==> src/verilog/adcc_consts.vh <==
`ifndef ADCC_CONSTS_VH
`define ADCC_CONSTS_VH

// register offsets on the plain register port
`define ADCC_OFS_FLAGS    3'h0
`define ADCC_OFS_ENABLES  3'h1
`define ADCC_OFS_PRIOS    3'h2
`define ADCC_OFS_RES_HI   3'h3
`define ADCC_OFS_RES_LO   3'h4
`define ADCC_OFS_CTL0     3'h5
`define ADCC_OFS_CTL1     3'h6
`define ADCC_OFS_CTL2     3'h7

// field positions
`define ADCC_DONE_BIT     6
`define ADCC_ON_BIT       0
`define ADCC_GO_BIT       1
`define ADCC_CHAN_LSB     2
`define ADCC_CHAN_MSB     5
`define ADCC_CFG1_MSB     5
`define ADCC_FMT_BIT      7
`define ADCC_CSEL_MSB     2

// reset values
`define ADCC_RST_BYTE     8'h00
`define ADCC_RST_CHAN     4'h0
`define ADCC_RST_CFG1     6'h00
`define ADCC_RST_CSEL     3'h0

// compare unit mode that arms the special event trigger
`define ADCC_TRIG_MODE    4'hb

// timing counts, in conversion bit periods
`define ADCC_CONV_TADS    4'hc
`define ADCC_SAR_STEPS    4'ha
`define ADCC_WAIT_TADS    4'h2

// clock select low bits that pick the rc clock
`define ADCC_RC_SEL       2'h3

`endif

==> src/verilog/adcc_sar.v <==
`timescale 1ns/1ps

module adcc_sar #(
   parameter RES_W = 10
) (
   input  wire             core_clk,
   input  wire             sys_rst,
   input  wire             clk_en,
   input  wire             start,
   input  wire             step,
   input  wire             cmp_above,
   output wire [RES_W-1:0] trial_code
);

   localparam [RES_W-1:0] TOP_BIT = {1'b1, {(RES_W-1){1'b0}}};

   reg [RES_W-1:0] code_ff;   // trial and final code
   reg [RES_W-1:0] mask_ff;   // bit under decision, one hot

   assign trial_code = code_ff;

   // one decision per step, msb first; keep the bit when input is above
   always @(posedge core_clk or posedge sys_rst) begin
      if (sys_rst) begin
         code_ff <= {RES_W{1'b0}};
         mask_ff <= {RES_W{1'b0}};
      end else if (clk_en) begin
         if (start) begin
            code_ff <= TOP_BIT;
            mask_ff <= TOP_BIT;
         end else if (step & (|mask_ff)) begin
            code_ff <= (cmp_above ? code_ff : (code_ff & ~mask_ff)) | (mask_ff >> 1);
            mask_ff <= mask_ff >> 1;
         end
      end
   end

endmodule

==> src/verilog/adcc_tad_div.v <==
`timescale 1ns/1ps
`include "adcc_consts.vh"

module adcc_tad_div (
   input  wire       core_clk,
   input  wire       sys_rst,
   input  wire       clk_en,
   input  wire       restart,
   input  wire [2:0] clk_sel,
   input  wire       rc_tick,
   output wire       tad_tick
);

   // terminal count for the selected ratio, ratio minus one
   function [5:0] div_limit;
      input [2:0] sel;
      begin
         case (sel)
            3'h0:    div_limit = 6'h01;
            3'h4:    div_limit = 6'h03;
            3'h1:    div_limit = 6'h07;
            3'h5:    div_limit = 6'h0f;
            3'h2:    div_limit = 6'h1f;
            3'h6:    div_limit = 6'h3f;
            default: div_limit = 6'h00;
         endcase
      end
   endfunction

   reg  [5:0] cnt_ff;       // oscillator periods inside the bit period
   reg  [5:0] nxt_cnt;
   wire       use_rc;       // rc clock picked
   wire       at_limit;

   assign use_rc   = (clk_sel[1:0] == `ADCC_RC_SEL);
   assign at_limit = (cnt_ff == div_limit(clk_sel));
   // tick not gated by restart: finish feeds restart, gating would loop
   assign tad_tick = clk_en & (use_rc ? rc_tick : at_limit);

   // divider next value
   always @* begin
      if (restart | at_limit) begin
         nxt_cnt = 6'h00;
      end else begin
         nxt_cnt = cnt_ff + 6'h01;
      end
   end

   // divider counter, frozen by clock enable
   always @(posedge core_clk or posedge sys_rst) begin
      if (sys_rst) begin
         cnt_ff <= 6'h00;
      end else if (clk_en) begin
         cnt_ff <= nxt_cnt;
      end
   end

endmodule

==> src/verilog/adcc_top.v <==
// Overview of operation
// - clearing go mid conversion aborts it at once
// - abort leaves both result bytes untouched
// - abort is followed by two bit period wait
// - after the wait, acquisition restarts by itself
// - trigger starts only in mode 1011, converter on
// - accepted trigger sets go, clears timer counter
// - converter off ignores trigger, timer still cleared
// - conversion spans twelve bit periods from go
// - clock select picks ratio or rc clock
// - normal end clears go, sets done flag
`timescale 1ns/1ps
`include "adcc_consts.vh"

module adcc_top #(
   parameter RES_W = 10
) (
   input  wire             core_clk,
   input  wire             sys_rst,
   input  wire             clk_en,
   input  wire [2:0]       reg_addr,
   input  wire [7:0]       reg_wdata,
   input  wire             reg_wr,
   input  wire             reg_rd,
   output wire [7:0]       reg_rdata,
   input  wire [3:0]       compare_unit_mode_field,
   input  wire             special_event_trig,
   input  wire             rc_tick,
   input  wire             cmp_above,
   output wire             timer_count_clear,
   output wire [RES_W-1:0] sar_trial_code,
   output wire             sample_en,
   output wire             conv_busy,
   output wire [3:0]       channel_select,
   output wire [5:0]       pin_reference_cfg,
   output wire             irq,
   output wire             irq_high_prio
);

   // control sequencer states
   localparam [1:0] ST_OFF  = 2'h0;  // converter switched off
   localparam [1:0] ST_ACQ  = 2'h1;  // sampling the selected channel
   localparam [1:0] ST_CONV = 2'h2;  // conversion running
   localparam [1:0] ST_WAIT = 2'h3;  // hold off before new acquisition

   // address match, used by every write and strobe decode; the read mux cases on the address
   function reg_hit;
      input [2:0] addr;
      input [2:0] ofs;
      begin
         reg_hit = (addr == ofs);
      end
   endfunction

   // software visible state
   reg  [3:0]       channel_select_ff;     // selected input channel
   reg              go_ff;                 // conversion go flag
   reg              converter_on_ff;       // converter switched on
   reg  [5:0]       cfg1_ff;               // reference and pin config
   reg              result_format_ff;      // 1 right, 0 left justified
   reg  [2:0]       clk_select_ff;         // conversion clock select
   reg  [7:0]       result_high_byte_ff;   // result, upper register
   reg  [7:0]       result_low_byte_ff;    // result, lower register
   reg              done_flag_ff;          // sticky conversion done
   reg              done_enable_ff;        // mask for the done flag
   reg              done_priority_ff;      // priority for the done flag
   reg  [7:0]       rd_data_ff;            // read data, one cycle late

   // sequencer state
   reg  [1:0]       state_ff;
   reg  [1:0]       nxt_state;
   reg  [3:0]       tad_cnt_ff;            // bit periods in this phase
   reg  [3:0]       nxt_tad_cnt;
   reg              timer_clear_ff;        // timer reset pulse
   reg  [7:0]       nxt_rd_data;
   reg  [7:0]       nxt_res_hi;
   reg  [7:0]       nxt_res_lo;

   wire             tad_tick;              // one per bit period
   wire [RES_W-1:0] sar_code;              // successive approx code
   wire             wr_ctl0;
   wire             rd_flags;
   wire             sw_go_set;
   wire             sw_go_clr;
   wire             on_drop;
   wire             trig_mode_ok;
   wire             trig_ok;
   wire             conv_start;
   wire             conv_abort;
   wire             conv_finish;
   wire             sar_step;
   wire             wait_done;
   wire             div_restart;

   // register strobes
   assign wr_ctl0  = reg_wr & reg_hit(reg_addr, `ADCC_OFS_CTL0);
   assign rd_flags = reg_rd & reg_hit(reg_addr, `ADCC_OFS_FLAGS);

   // go only counts when the converter was already on before this write;
   // setting both in one write is ignored rather than half started
   assign sw_go_set = wr_ctl0 & reg_wdata[`ADCC_GO_BIT] & reg_wdata[`ADCC_ON_BIT]
                    & converter_on_ff & (state_ff == ST_ACQ);
   assign sw_go_clr = wr_ctl0 & ~reg_wdata[`ADCC_GO_BIT];
   assign on_drop   = wr_ctl0 & ~reg_wdata[`ADCC_ON_BIT];

   // trigger qualification
   assign trig_mode_ok = (compare_unit_mode_field == `ADCC_TRIG_MODE);
   // acquisition is assumed complete when the trigger arrives
   assign trig_ok      = special_event_trig & trig_mode_ok & converter_on_ff
                       & (state_ff == ST_ACQ);

   assign conv_start = sw_go_set | trig_ok;

   // a go clear or power down during a conversion wins over its end
   assign conv_abort  = (state_ff == ST_CONV) & (sw_go_clr | on_drop);
   assign conv_finish = (state_ff == ST_CONV) & tad_tick & ~conv_abort
                      & (tad_cnt_ff == (`ADCC_CONV_TADS - 4'h1));
   // first ten bit periods decide one result bit each
   assign sar_step    = (state_ff == ST_CONV) & tad_tick
                      & (tad_cnt_ff < `ADCC_SAR_STEPS);
   assign wait_done   = (state_ff == ST_WAIT) & tad_tick
                      & (tad_cnt_ff == (`ADCC_WAIT_TADS - 4'h1));

   // every change into or out of conversion realigns the divided bit period; the rc tick runs free
   assign div_restart = conv_start | conv_abort | conv_finish;

   // bit period generator
   adcc_tad_div u_div (
      .core_clk (core_clk),
      .sys_rst  (sys_rst),
      .clk_en   (clk_en),
      .restart  (div_restart),
      .clk_sel  (clk_select_ff),
      .rc_tick  (rc_tick),
      .tad_tick (tad_tick)
   );

   // successive approximation engine
   adcc_sar #(
      .RES_W (RES_W)
   ) u_sar (
      .core_clk   (core_clk),
      .sys_rst    (sys_rst),
      .clk_en     (clk_en),
      .start      (conv_start),
      .step       (sar_step),
      .cmp_above  (cmp_above),
      .trial_code (sar_code)
   );

   // sequencer next state
   always @* begin
      nxt_state   = state_ff;
      nxt_tad_cnt = tad_cnt_ff;
      case (state_ff)
         ST_OFF: begin
            // power up goes straight to sampling
            if (converter_on_ff) begin
               nxt_state = ST_ACQ;
            end
         end
         ST_ACQ: begin
            if (~converter_on_ff) begin
               nxt_state = ST_OFF;
            end else if (conv_start) begin
               nxt_state   = ST_CONV;
               nxt_tad_cnt = 4'h0;
            end
         end
         ST_CONV: begin
            if (on_drop) begin
               nxt_state = ST_OFF;
            end else if (conv_abort | conv_finish) begin
               // same hold off after abort and after a normal end
               nxt_state   = ST_WAIT;
               nxt_tad_cnt = 4'h0;
            end else if (tad_tick) begin
               nxt_tad_cnt = tad_cnt_ff + 4'h1;
            end
         end
         ST_WAIT: begin
            if (~converter_on_ff) begin
               nxt_state = ST_OFF;
            end else if (wait_done) begin
               nxt_state = ST_ACQ;
            end else if (tad_tick) begin
               nxt_tad_cnt = tad_cnt_ff + 4'h1;
            end
         end
         default: begin
            nxt_state   = ST_OFF;
            nxt_tad_cnt = 4'h0;
         end
      endcase
   end

   // sequencer registers
   always @(posedge core_clk or posedge sys_rst) begin
      if (sys_rst) begin
         state_ff   <= ST_OFF;
         tad_cnt_ff <= 4'h0;
      end else if (clk_en) begin
         state_ff   <= nxt_state;
         tad_cnt_ff <= nxt_tad_cnt;
      end
   end

   // timer clear on any trigger in trigger mode, on or off
   always @(posedge core_clk or posedge sys_rst) begin
      if (sys_rst) begin
         timer_clear_ff <= 1'b0;
      end else if (clk_en) begin
         timer_clear_ff <= special_event_trig & trig_mode_ok;
      end
   end

   // control zero: channel, go, on
   always @(posedge core_clk or posedge sys_rst) begin
      if (sys_rst) begin
         channel_select_ff <= `ADCC_RST_CHAN;
         converter_on_ff   <= 1'b0;
         go_ff             <= 1'b0;
      end else if (clk_en) begin
         if (wr_ctl0) begin
            channel_select_ff <= reg_wdata[`ADCC_CHAN_MSB:`ADCC_CHAN_LSB];
            converter_on_ff   <= reg_wdata[`ADCC_ON_BIT];
         end
         // start sets go; finish, software clear or power down clear it
         go_ff <= conv_start | (go_ff & ~conv_finish & ~sw_go_clr & ~on_drop);
      end
   end

   // control one and two: plain configuration
   always @(posedge core_clk or posedge sys_rst) begin
      if (sys_rst) begin
         cfg1_ff          <= `ADCC_RST_CFG1;
         result_format_ff <= 1'b0;
         clk_select_ff    <= `ADCC_RST_CSEL;
      end else if (clk_en) begin
         if (reg_wr & reg_hit(reg_addr, `ADCC_OFS_CTL1)) begin
            cfg1_ff <= reg_wdata[`ADCC_CFG1_MSB:0];
         end
         // a select change mid conversion alters every remaining bit period
         if (reg_wr & reg_hit(reg_addr, `ADCC_OFS_CTL2)) begin
            result_format_ff <= reg_wdata[`ADCC_FMT_BIT];
            clk_select_ff    <= reg_wdata[`ADCC_CSEL_MSB:0];
         end
      end
   end

   // result bytes: finished conversion beats a software write
   always @* begin
      nxt_res_hi = result_high_byte_ff;
      nxt_res_lo = result_low_byte_ff;
      if (conv_finish) begin
         if (result_format_ff) begin
            nxt_res_hi = {6'h00, sar_code[9:8]};
            nxt_res_lo = sar_code[7:0];
         end else begin
            nxt_res_hi = sar_code[9:2];
            nxt_res_lo = {sar_code[1:0], 6'h00};
         end
      end else begin
         // an aborted conversion never reaches here with new data
         if (reg_wr & reg_hit(reg_addr, `ADCC_OFS_RES_HI)) begin
            nxt_res_hi = reg_wdata;
         end
         if (reg_wr & reg_hit(reg_addr, `ADCC_OFS_RES_LO)) begin
            nxt_res_lo = reg_wdata;
         end
      end
   end

   // result registers
   always @(posedge core_clk or posedge sys_rst) begin
      if (sys_rst) begin
         result_high_byte_ff <= `ADCC_RST_BYTE;
         result_low_byte_ff  <= `ADCC_RST_BYTE;
      end else if (clk_en) begin
         result_high_byte_ff <= nxt_res_hi;
         result_low_byte_ff  <= nxt_res_lo;
      end
   end

   // done flag, mask and priority
   always @(posedge core_clk or posedge sys_rst) begin
      if (sys_rst) begin
         done_flag_ff     <= 1'b0;
         done_enable_ff   <= 1'b0;
         done_priority_ff <= 1'b0;
      end else if (clk_en) begin
         // set wins over the clearing read in the same cycle
         done_flag_ff <= conv_finish | (done_flag_ff & ~rd_flags);
         if (reg_wr & reg_hit(reg_addr, `ADCC_OFS_ENABLES)) begin
            done_enable_ff <= reg_wdata[`ADCC_DONE_BIT];
         end
         if (reg_wr & reg_hit(reg_addr, `ADCC_OFS_PRIOS)) begin
            done_priority_ff <= reg_wdata[`ADCC_DONE_BIT];
         end
      end
   end

   // read mux; unused bits and other peripherals read as zero
   always @* begin
      nxt_rd_data = 8'h00;
      case (reg_addr)
         `ADCC_OFS_FLAGS: begin
            nxt_rd_data[`ADCC_DONE_BIT] = done_flag_ff;
         end
         `ADCC_OFS_ENABLES: begin
            nxt_rd_data[`ADCC_DONE_BIT] = done_enable_ff;
         end
         `ADCC_OFS_PRIOS: begin
            nxt_rd_data[`ADCC_DONE_BIT] = done_priority_ff;
         end
         `ADCC_OFS_RES_HI: begin
            nxt_rd_data = result_high_byte_ff;
         end
         `ADCC_OFS_RES_LO: begin
            nxt_rd_data = result_low_byte_ff;
         end
         `ADCC_OFS_CTL0: begin
            nxt_rd_data[`ADCC_CHAN_MSB:`ADCC_CHAN_LSB] = channel_select_ff;
            nxt_rd_data[`ADCC_GO_BIT]                  = go_ff;
            nxt_rd_data[`ADCC_ON_BIT]                  = converter_on_ff;
         end
         `ADCC_OFS_CTL1: begin
            nxt_rd_data[`ADCC_CFG1_MSB:0] = cfg1_ff;
         end
         `ADCC_OFS_CTL2: begin
            nxt_rd_data[`ADCC_FMT_BIT]    = result_format_ff;
            nxt_rd_data[`ADCC_CSEL_MSB:0] = clk_select_ff;
         end
         default: begin
            nxt_rd_data = 8'h00;
         end
      endcase
   end

   // read data register; holds zero outside a read's answer cycle
   always @(posedge core_clk or posedge sys_rst) begin
      if (sys_rst) begin
         rd_data_ff <= 8'h00;
      end else if (clk_en) begin
         rd_data_ff <= reg_rd ? nxt_rd_data : 8'h00;
      end
   end

   // outputs
   assign reg_rdata         = rd_data_ff;
   assign timer_count_clear = timer_clear_ff;
   assign sar_trial_code    = sar_code;
   assign sample_en         = (state_ff == ST_ACQ);
   assign conv_busy         = go_ff;
   assign channel_select    = channel_select_ff;
   assign pin_reference_cfg = cfg1_ff;
   assign irq               = done_flag_ff & done_enable_ff;
   assign irq_high_prio     = done_priority_ff;

endmodule
==> config.mk <==
export PLATFORM = sky130hd
export DESIGN_NAME = adcc_top
export DESIGN_NICKNAME = d
export VERILOG_FILES = /design/src/verilog/adcc_sar.v /design/src/verilog/adcc_tad_div.v /design/src/verilog/adcc_top.v
export VERILOG_INCLUDE_DIRS = /design/src /design/src/verilog
export SDC_FILE = /design/constraint.sdc
export NUM_CORES = 1
export LEC_CHECK = 0
export BUFFER_PORTS_ARGS = -buffer_cell sky130_fd_sc_hd__buf_2
export CORE_MARGIN = 3
export CORE_UTILIZATION = 55
export CTS_BUF_LIST = sky130_fd_sc_hd__clkbuf_8
export CTS_CLUSTER_SIZE = 16
export DETAILED_ROUTE_END_ITERATION = 8
export PLACE_DENSITY = 0.87
export RECOVER_POWER = 25
export SLEW_MARGIN = 20
export SYNTH_ARGS = -nofsm -noshare
export SYNTH_HDL_FRONTEND = slang
export SYNTH_SLANG_ARGS = --single-unit
==> constraint.sdc <==
create_clock -name core_clk -period 6.6 [get_ports core_clk]
set_clock_uncertainty 0.05 [all_clocks]
set_input_delay 1.65 -clock core_clk [delete_from_list [all_inputs] [get_ports core_clk]]
set_output_delay 1.65 -clock core_clk [all_outputs]
set_load 0.01 [all_outputs]
**After elaboration in Yosys (flattened, before gate mapping)**

Index checks and enable logic that the tools add are counted.

- Eq/ne operators: 29
- $lt $le $gt $ge: 1
- Bitwise operators: 49
- Add/subtract/negate cells: 2
- Reductions and logical operators: 18
- Multiplexer cells: 35

Operator list:

| kind | number |
|---|---|
| $mux W8 | 7 |
| $mux W10 | 5 |
| $pmux W6 S6 | 1 |
| $and A1 B1 Y1 | 31 |
| $mux W4 | 7 |
| $eq A3 B3 Y1 const B | 7 |
| $reduce_and A2 Y1 | 8 |
| $pmux W3 S5 | 1 |
| $mux W2 | 7 |
| $pmux W3 S4 | 1 |
| $pmux W4 S3 | 1 |
| $and A10 B10 Y10 | 1 |
| $not A10 Y10 | 1 |
| $or A10 B9 Y10 | 1 |
| $reduce_or A10 Y1 | 1 |
| $eq A3 B2 Y1 const B | 3 |
| $eq A4 B4 Y1 const B | 2 |
| $ne A2 B2 Y1 const B | 4 |
| $or A1 B1 Y1 | 8 |
| $pmux W2 S4 | 1 |
| $not A1 Y1 | 7 |
| $reduce_and A7 Y1 | 1 |
| $add A6 B1 Y6 const B | 1 |
| $eq A2 B2 Y1 const B | 3 |
| 18 further kinds | 24 |

- Bits of input ports: 23
- Bits in registers: 76
- Output and inout port bits: 33

**Depth between registers and ports, before layout**

Gate-level depths: netlist of run 1.

- Word-level depth: 13
- Gate-level depth with buffers: 10
- Depth with buffers taken out: 8

**By module**

A second synthesis of run 1 with hierarchy kept.

- Cells, all modules: 412
- Area total of the unflattened synthesis: 4191.5 µm²

Modules (own cells, without submodules):

| module | times used | area an instance (µm²) | cells an instance |
|---|---|---|---|
| adcc_top | 1 | 2847.7 | 284 |
| adcc_sar | 1 | 837.1 | 71 |
| adcc_tad_div | 1 | 506.7 | 57 |

**Worst setup path before layout of run 1**

OpenSTA, ideal clock, no wires.

- Kind: input port to flip-flop
- From: in reg_addr[1]
- To: reg tad_cnt_ff[3]
- Setup time: 78 ps
- Stages: 7
- Arrival time: 3359 ps
- Slack: 3113 ps
- Path through: buf_6 nand4b_4 o221a_1 or4_4 a211o_4 or3_1 a21oi_1

- Cells in the longest elaborated chain, start to end: 12

RTL lines:

| what | line | text |
|---|---|---|
| from (decl) | adcc_top.v:21 | `input wire [2:0] reg_addr,` |
| $eq A3 B3 Y1 (*) | adcc_top.v:51 | `reg_hit = (addr == ofs);` |
| $and A1 B1 Y1 (*) | adcc_top.v:96 | `` assign wr_ctl0 = reg_wr & reg_hit(reg_addr, `ADCC_OFS_CTL0); `` |
| $and A1 B1 Y1 (on tied branches) | adcc_top.v:103, adcc_top.v:104 |  |
| $or A1 B1 Y1 | adcc_top.v:115 | `assign conv_abort = (state_ff == ST_CONV) & (sw_go_clr \| on_drop);` |
| $and A1 B1 Y1 | adcc_top.v:115 |  |
| $not A1 Y1 | adcc_top.v:116 | `assign conv_finish = (state_ff == ST_CONV) & tad_tick & ~conv_abort` |
| $and A1 B1 Y1 (2 in a row) | adcc_top.v:116 |  |
| $or A1 B1 Y1 | adcc_top.v:173 | `end else if (conv_abort \| conv_finish) begin` |
| $mux W4 | adcc_top.v:173 |  |
| $mux W4 | adcc_top.v:171 | `if (on_drop) begin` |
| $pmux W4 S3 | adcc_top.v:155 | `case (state_ff)` |
| to (signal assigned) | adcc_top.v:204 | `tad_cnt_ff <= nxt_tad_cnt;` |
| to (decl) | adcc_top.v:72 | `reg [3:0] tad_cnt_ff;` |

Mark *: on every way between the ends. The rest lies on a longest branch, timed or not. The select of a mux whose other input is x is not followed.
A chain may end at the register's enable or synchronous reset.

**Worst setup path after layout of run 1**

- From: in clk_en
- To: reg u_sar.mask_ff[1]

- Cells in the longest elaborated chain, start to end: 6

RTL lines:

| what | line | text |
|---|---|---|
| from (decl) | adcc_top.v:20 | `input wire clk_en,` |
| $and A1 B1 Y1 | adcc_tad_div.v:38 | `assign tad_tick = clk_en & (use_rc ? rc_tick : at_limit);` |
| $and A1 B1 Y1 (2 in a row) | adcc_top.v:119 | `assign sar_step = (state_ff == ST_CONV) & tad_tick` |
| $and A1 B1 Y1 | adcc_sar.v:31 | `end else if (step & (\|mask_ff)) begin` |
| $reduce_bool A2 Y1 (no line) | - |  |
| $reduce_and A2 Y1 (no line) (*) | - |  |
| to (signal assigned) | adcc_sar.v:26 | `mask_ff <= {RES_W{1'b0}};` |
| to (signal assigned) | adcc_sar.v:33 | `mask_ff <= mask_ff >> 1;` |
| to (decl) | adcc_sar.v:18 | `reg [RES_W-1:0] mask_ff;` |

Mark *: on every way between the ends. The rest lies on a longest branch, timed or not.

==> key figures, run 1 <==
Placed design
  • PortBufs: 55
  • Post-DP HPWL: 6.57 mm
  • Placed cell count: 503
  • Dpl ws: 2.13 ns
  • GPL Wtd Cong: 0.893

Critical path
  • Worst r2r path cells: 8
  • Startpoint types: input port
  • Worst Path Arrival: 4.30 ns
  • Max incr delay on CP: 0.71 ns
  • CP endpoint kind: register
  • R2R setup slack: 3.61 ns
  • Worst path depth: 6
  • CP top delay family: simple AND/OR/NAND/NOR gates
  • Slowest cell on crit path: or4_4
  • WS Path Type: in2reg
  • WP buf/inv: 2
  • Worst path required time: 6.78 ns
  • Most used cell, CP: nor2_1
  • CP Cell Sequence: buf_2 > clkinv_1 > or4_4 > nor2_1 > nor2_1 > a22o_1
  • Worst-path fanout max: 18

Final layout
  • Commonest non-fill, non-tap cells in the layout: dfrtp_1, buf_2, mux2i_1, nand2_1, a22o_1
  • Most common cell after layout, fill and taps aside: dfrtp_1
  • Util after Layout: 66.3%
  • Ant. Diodes: 0
  • Nets@finish: 449
  • P&R area growth vs syn: 12.6%
  • Layout cells sized above 1: 24.3%
  • Fin cells: 519

STA
  • Setup violations, final: 0
  • Fmax: 0.243 GHz
  • Fin crit period: 4.12 ns
  • Setup ws final: 2.48 ns
  • Pins Over Slew Limit: 0
  • Fin. Hold Viols: 0
  • Tcrit/Tclk final: 62.4%
  • RSZ-0062 raised after global routing: no
  • Slew HR: 36.5%
  • Slew of the pin with the lowest slew margin: 0.947 ns
  • Fin Setup TNS: 0 ns

Clock tree
  • Root Driver: clkbuf_8
  • PostCTS Resize Cnt: 0
  • Hold Buf Count CTS: 0
  • CTS HTree Levels: 3
  • Later-pin clock latency in the skew report: 0.35 ns
  • CTS tree: built
  • Worst-path clk slew: 0.08 ns
  • Clock sink count: 76
  • Clock Path Buffers: 2
  • CTS Buf Count: 9
  • Post-CTS Setup Bufs: 0

Power and ir drop
  • Share of power burned in the clock network: 25.5%
  • Psw: 0.475 mW
  • Max IR drop VDD: 0.150 mV
  • Power per cell area: 297 nW/um^2
  • Logic pwr share: 25.5%
  • Sequential share of power: 49.0%
  • Switching Share: 34.4%
  • Int Power: 0.906 mW
  • Lkg Pwr: 2.13 nW

Global route
  • Initial antenna violation count: 0
  • First-pass GRT wire length: 15.4 mm
  • Total grt overflow: 0
  • Largest net degree at the start of global routing: 77
  • Total track usage: 22.9%
  • Vias in the first global route: 3149

Drt
  • Drt drc: 0
  • Antenna Nets Post-Route: 0
  • DR WL/cell: 17.8 microns
  • Total detailed-routing wirelength: 9.23 mm
  • DRT iter0 DRCs: 206
  • Via count: 3123
  • Vias per cell: 6.02
  • DRT Pass-1 Iters: 4

Die
  • Initial Utilization: 58.8%
  • Die height: 92.7 microns
  • # rows: 30
  • Ports: 56
  • Die area: 8580 sq um
  • Core footprint: 7020 sq um
  • Die W: 92.7 microns

Logic synthesis
  • Yosys warning total: 0
  • Area leader, netlist: dfrtp_1
  • Post-synth EDFFs: 0
  • Synth async-reset ratio: 100%
  • Syn Nets: 400
  • Post-synthesis register bit count: 76
  • Top_reg_cell synth: dfrtp_1
  • Cell Area, Synth: 4130 sq um
  • Post-synth top area share: 46.0%
  • Mapped Cells: 369
  • Yosys cell types: 55
  • Mapped Avg Cell Area: 11.2 sq um
  • Sequential area share after synthesis: 46.0%
  • Top post-synthesis cells by area: dfrtp_1, mux2i_1, mux2_2, a22o_1, nor2b_1

Hold path
  • Worst Hold Depth: 1
  • Worst Hold Class: reg2reg

Outcome
  • Status: complete, no violations

Job
  • Maxcap violations: 0
[cells by family (layout without fill, tap and decap cells)]
family | Yosys count | count (layout) | share of synthesized area, %
compound gates | 82 | 82 | 15.0
xor+xnor | 5 | 5 | 1.06
fa+ha+maj | 8 | 8 | 2.42
buf+inv | 34 | 88 | 3.67
flops | 76 | 76 | 46.0
mux | 67 | 67 | 18.1
simple gates | 97 | 97 | 13.7
[power by group through the flow]
stage | combinational, mW | clock [mW] | sequential, mW
3_5_place_dp | 0.353 | 0 | 0.682
2_1_floorplan | 0.260 | 0 | 0.651
6_report | 0.352 | 0.353 | 0.676
3_3_place_gp | 0.336 | 0 | 0.674
5_1_grt | 0.396 | 0.379 | 0.689
4_1_cts | 0.354 | 0.361 | 0.673
[synth_stat cells (3+ instances only)]
| library cell | instances |
|---|---|
| xor2_1 | 3 |
| mux2_2 | 18 |
| o22ai_1 | 3 |
| nor3_1 | 3 |
| a22o_1 | 19 |
| o2bb2ai_1 | 10 |
| buf_2 | 7 |
| nand2_1 | 23 |
| nand4_1 | 4 |
| nor2b_1 | 17 |
| mux2i_1 | 45 |
| o21ai_0 | 9 |
| nand2b_1 | 6 |
| a21o_1 | 3 |
| o2111ai_1 | 3 |
| nand3_1 | 7 |
| clkbuf_1 | 10 |
| a21boi_0 | 3 |
| nor4_1 | 5 |
| dfrtp_1 | 76 |
| nor3b_1 | 3 |
| nor2_1 | 11 |
| ha_1 | 8 |
| a21oi_1 | 14 |
| inv_1 | 13 |
| mux4_2 | 3 |
| a22oi_1 | 3 |
[worst paths after layout]
check,from,end
min,timer_count_clear,timer_count_clear
min in group asynchronous,sys_rst,u_sar.mask_ff[7]
max in group asynchronous,sys_rst,u_sar.mask_ff[1]
max reg2reg,clk_select_ff[0],u_sar.mask_ff[1]
max,clk_en,u_sar.mask_ff[1]
min reg2reg,timer_count_clear,timer_count_clear
[registers in the layout, summed over array words and instances (netlist names)]
name                 flops
done_flag_ff             1
converter_on_ff          1
result_format_ff         1
result_high_byte_ff      8
channel_select           4
u_sar.mask_ff           10
reg_rdata                8
state_ff                 2
irq_high_prio            1
done_enable_ff           1
u_sar.trial_code        10
conv_busy                1
pin_reference_cfg        6
clk_select_ff            3
timer_count_clear        1
tad_cnt_ff               4
u_div.cnt_ff             6
result_low_byte_ff       8
[routing by layer]
metal	wire (microns)	share of wire [%]	GRT usage [%]
met4	188	2.0	10.1
met2	4420	48	36.2
met1	4170	45	31.0
met3	450	4.9	4.14
met5	0	0	0
[worst register-to-register path: cells and delay by family (launching register included)]
family                     cells  cell delay (ns)
and+or+nand+nor                1             0.22
AOI/OAI and AO/OA              4             1.50
buffers and inverters          2             0.45
DFF                            1             0.42
adders and majority gates      1             0.24
[through the flow]
step / hold slack (ns) / total power, mW / area, sq um
after floorplan: 0.426 / 0.912 / 4130
after global placement: 0.417 / 1.01 / 4450
after detailed placement: 0.418 / 1.03 / 4450
after CTS: 0.436 / 1.39 / 4650
after global routing: 0.461 / 1.46 / 4650
final: 0.433 / 1.38 / 4650
[area by class of cell]
class                      count  area [sq um]
fill                         552          2370
multi-input combinational    259          2080
sequential                    76          1900
timing repair buffer          58           298
clock buffer                   9           124
tap                           96           120
clock inverter                 7          75.1
inverter                      14          52.6
Note: power is estimated with default switching activity, not from simulation.
==> inputs of run 2 (changes only) <==
Clock period 6.6 ns to 3.8 ns, I/O delays scaled along.
==> run 2 against run 1 <==
Combinational power grew 79%; clock power rose by 70%; non-clock buffer count is 5 higher; setup slack got worse by 1.7 ns; largest power group unchanged; highest routed layer unchanged.
==> key figures, run 2 (synthesized netlist as in run 1, its figures left out) <==
Clock tree
  • CTS Buf Count: 9 (unchanged)
  • Hold Buf Count CTS: 0 (unchanged)
  • Worst-path clk slew: 0.08 ns (about the same)
  • Clock sink count: 76 (unchanged)
  • Root Driver: clkbuf_8
  • Post-CTS Setup Bufs: 0 (unchanged)
  • Clock Path Buffers: 2 (unchanged)
  • PostCTS Resize Cnt: 0 (unchanged)
  • Later-pin clock latency in the skew report: 0.35 ns (about the same)
  • CTS tree: built
  • CTS HTree Levels: 3 (unchanged)

Placed design
  • PortBufs: 55 (unchanged)
  • Dpl ws: 0.491 ns (-1.64 ns)
  • Placed cell count: 508 (+0.99%)
  • Area post-placement: 4490 sq um (+0.84%)
  • GPL Wtd Cong: 0.932 (+4.4%)
  • Post-DP HPWL: 6.86 mm (+4.4%)

Critical path
  • Worst Path Arrival: 3.18 ns (-1.12 ns)
  • CP top delay family: simple AND/OR/NAND/NOR gates
  • Startpoint types: input port
  • Max incr delay on CP: 0.46 ns (-0.25 ns)
  • Worst-path fanout max: 21 (+3)
  • FF-to-FF End: u_sar.mask_ff[1]
  • Worst r2r path cells: 9 (+1)
  • Most used cell, CP: nor2_1
  • CP endpoint kind: register
  • Worst reg2reg startpoint: clk_select_ff[0]
  • CP Cell Sequence: buf_2 > nand4b_4 > o221a_1 > or4_4 > nor2_1 > nor2_1 > a22o_1
  • WS Path Type: in2reg
  • WP buf/inv: 1 (-1)
  • Slowest cell on crit path: or4_4
  • Worst path required time: 3.99 ns (-2.79 ns)
  • R2R setup slack: 0.81 ns (-2.80 ns)
  • Worst path depth: 7 (+1)

STA
  • Slew of the pin with the lowest slew margin: 1.37 ns (+0.425 ns)
  • Fin Setup TNS: 0 ns (unchanged)
  • RSZ-0062 raised after global routing: no
  • Slew HR: 8.43% (-28 points)
  • Setup ws final: 0.811 ns (-1.67 ns)
  • Fin. Hold Viols: 0 (unchanged)
  • Setup violations, final: 0 (unchanged)
  • Pins Over Slew Limit: 0 (unchanged)
  • Tcrit/Tclk final: 78.7%
  • Fmax: 0.335 GHz
  • Fin crit period: 2.99 ns

Power and ir drop
  • Share of power burned in the clock network: 25.0% (-0.5 points)
  • Logic pwr share: 26.2% (+0.7 points)
  • Final Power: 2.40 mW (+74%)
  • Power per cell area: 514 nW/um^2 (+73%)
  • Max IR drop VDD: 0.261 mV (+74%)
  • Psw: 0.848 mW (+79%)
  • Lkg Pwr: 2.15 nW (+0.90%)
  • Sequential share of power: 48.8% (-0.2 points)
  • Int Power: 1.55 mW (+71%)
  • Switching Share: 35.3% (+0.92 points)

Global route
  • First-pass GRT wire length: 15.8 mm (+2.5%)
  • Vias in the first global route: 3148 (-0.032%)
  • Total track usage: 23.3% (+0.40 points)
  • Largest net degree at the start of global routing: 38 (-51%)
  • Total grt overflow: 0 (unchanged)
  • Initial antenna violation count: 0 (unchanged)

Hold path
  • Worst Hold Depth: 1 (unchanged)
  • Worst Hold Class: reg2reg
  • Worst Min Path Start: reg_rdata[2]
  • Hold path endpoint: reg_rdata[2]

Final layout
  • Layout cells sized above 1: 24.8% (+0.42 points)
  • Fin cells: 524 (+0.96%)
  • P&R area growth vs syn: 13.2%
  • Final Cell Area: 4680 sq um (+0.51%)
  • Ant. Diodes: 0 (unchanged)
  • Most common cell after layout, fill and taps aside: dfrtp_1
  • Commonest non-fill, non-tap cells in the layout: dfrtp_1, buf_2, mux2i_1, nand2_1, a22o_1
  • Nets@finish: 454 (+1.1%)

Die
  • Die area: 8580 sq um (unchanged)
  • Die height: 92.7 microns (unchanged)
  • Initial Utilization: 58.8% (unchanged)
  • Core footprint: 7020 sq um (unchanged)
  • Die W: 92.7 microns (unchanged)
  • Ports: 56 (unchanged)
  • # rows: 30 (unchanged)

Drt
  • DRT Pass-1 Iters: 5 (+1)
  • DRT iter0 DRCs: 223 (+8.3%)
  • Via count: 3256 (+4.3%)
  • Total detailed-routing wirelength: 9.76 mm (+5.8%)
  • Drt drc: 0 (unchanged)
  • Antenna Nets Post-Route: 0 (unchanged)
  • DR WL/cell: 18.6 microns (+4.8%)
  • Vias per cell: 6.21 (+3.3%)

Job
  • Maxcap violations: 0 (unchanged)

Outcome
  • Status: complete, no violations
==> run 2: stage by stage <==
step	hold WS (ns)	util (%)
after floorplan	0.426	-
after global placement	0.411	64.0
after detailed placement	0.418	64.0
after CTS	0.439	66.7
after global routing	0.458	66.6
final	0.433	66.6
==> run 2: power groups by stage <==
| stage | clock [mW] | combinational, mW | sequential [mW] |
|---|---|---|---|
| CTS | 0.609 | 0.631 | 1.17 |
| global placement | 0 | 0.592 | 1.17 |
| floorplan | 0 | 0.452 | 1.13 |
| finish | 0.600 | 0.630 | 1.17 |
| global route | 0.646 | 0.698 | 1.20 |
| detailed placement | 0 | 0.625 | 1.18 |
==> run 2: how the worst max path moves through the flow <==
| stage | startpoint | endpoint |
|---|---|---|
| final | reg_addr[2] | u_sar.mask_ff[1] |
| after global routing | clk_select_ff[0] | u_sar.mask_ff[1] |
| after CTS | clk_select_ff[0] | u_sar.mask_ff[1] |
| after detailed placement | reg_addr[2] | u_sar.mask_ff[1] |
| after global placement | reg_addr[2] | u_sar.mask_ff[1] |
| after floorplan | sys_rst | channel_select[0] |
==> run 2: metal layers <==
layer,global-route usage [%],share of wire (%),up-vias
li1,-,-,1484
met1,32.4,43,1625
met2,36.8,48,127
met3,4.14,6.2,20
met4,8.42,2.0,0
met5,0,0,-
==> run 2: cell type report <==
type / count / area (sq um)
clock buffers: 11 / 151
clock inverters: 5 / 41.3
fillers: 542 / 2340
inverters: 14 / 52.6
multi-input cells: 259 / 2080
flip-flops and latches: 76 / 1900
well taps: 96 / 120
repair buffers: 63 / 328
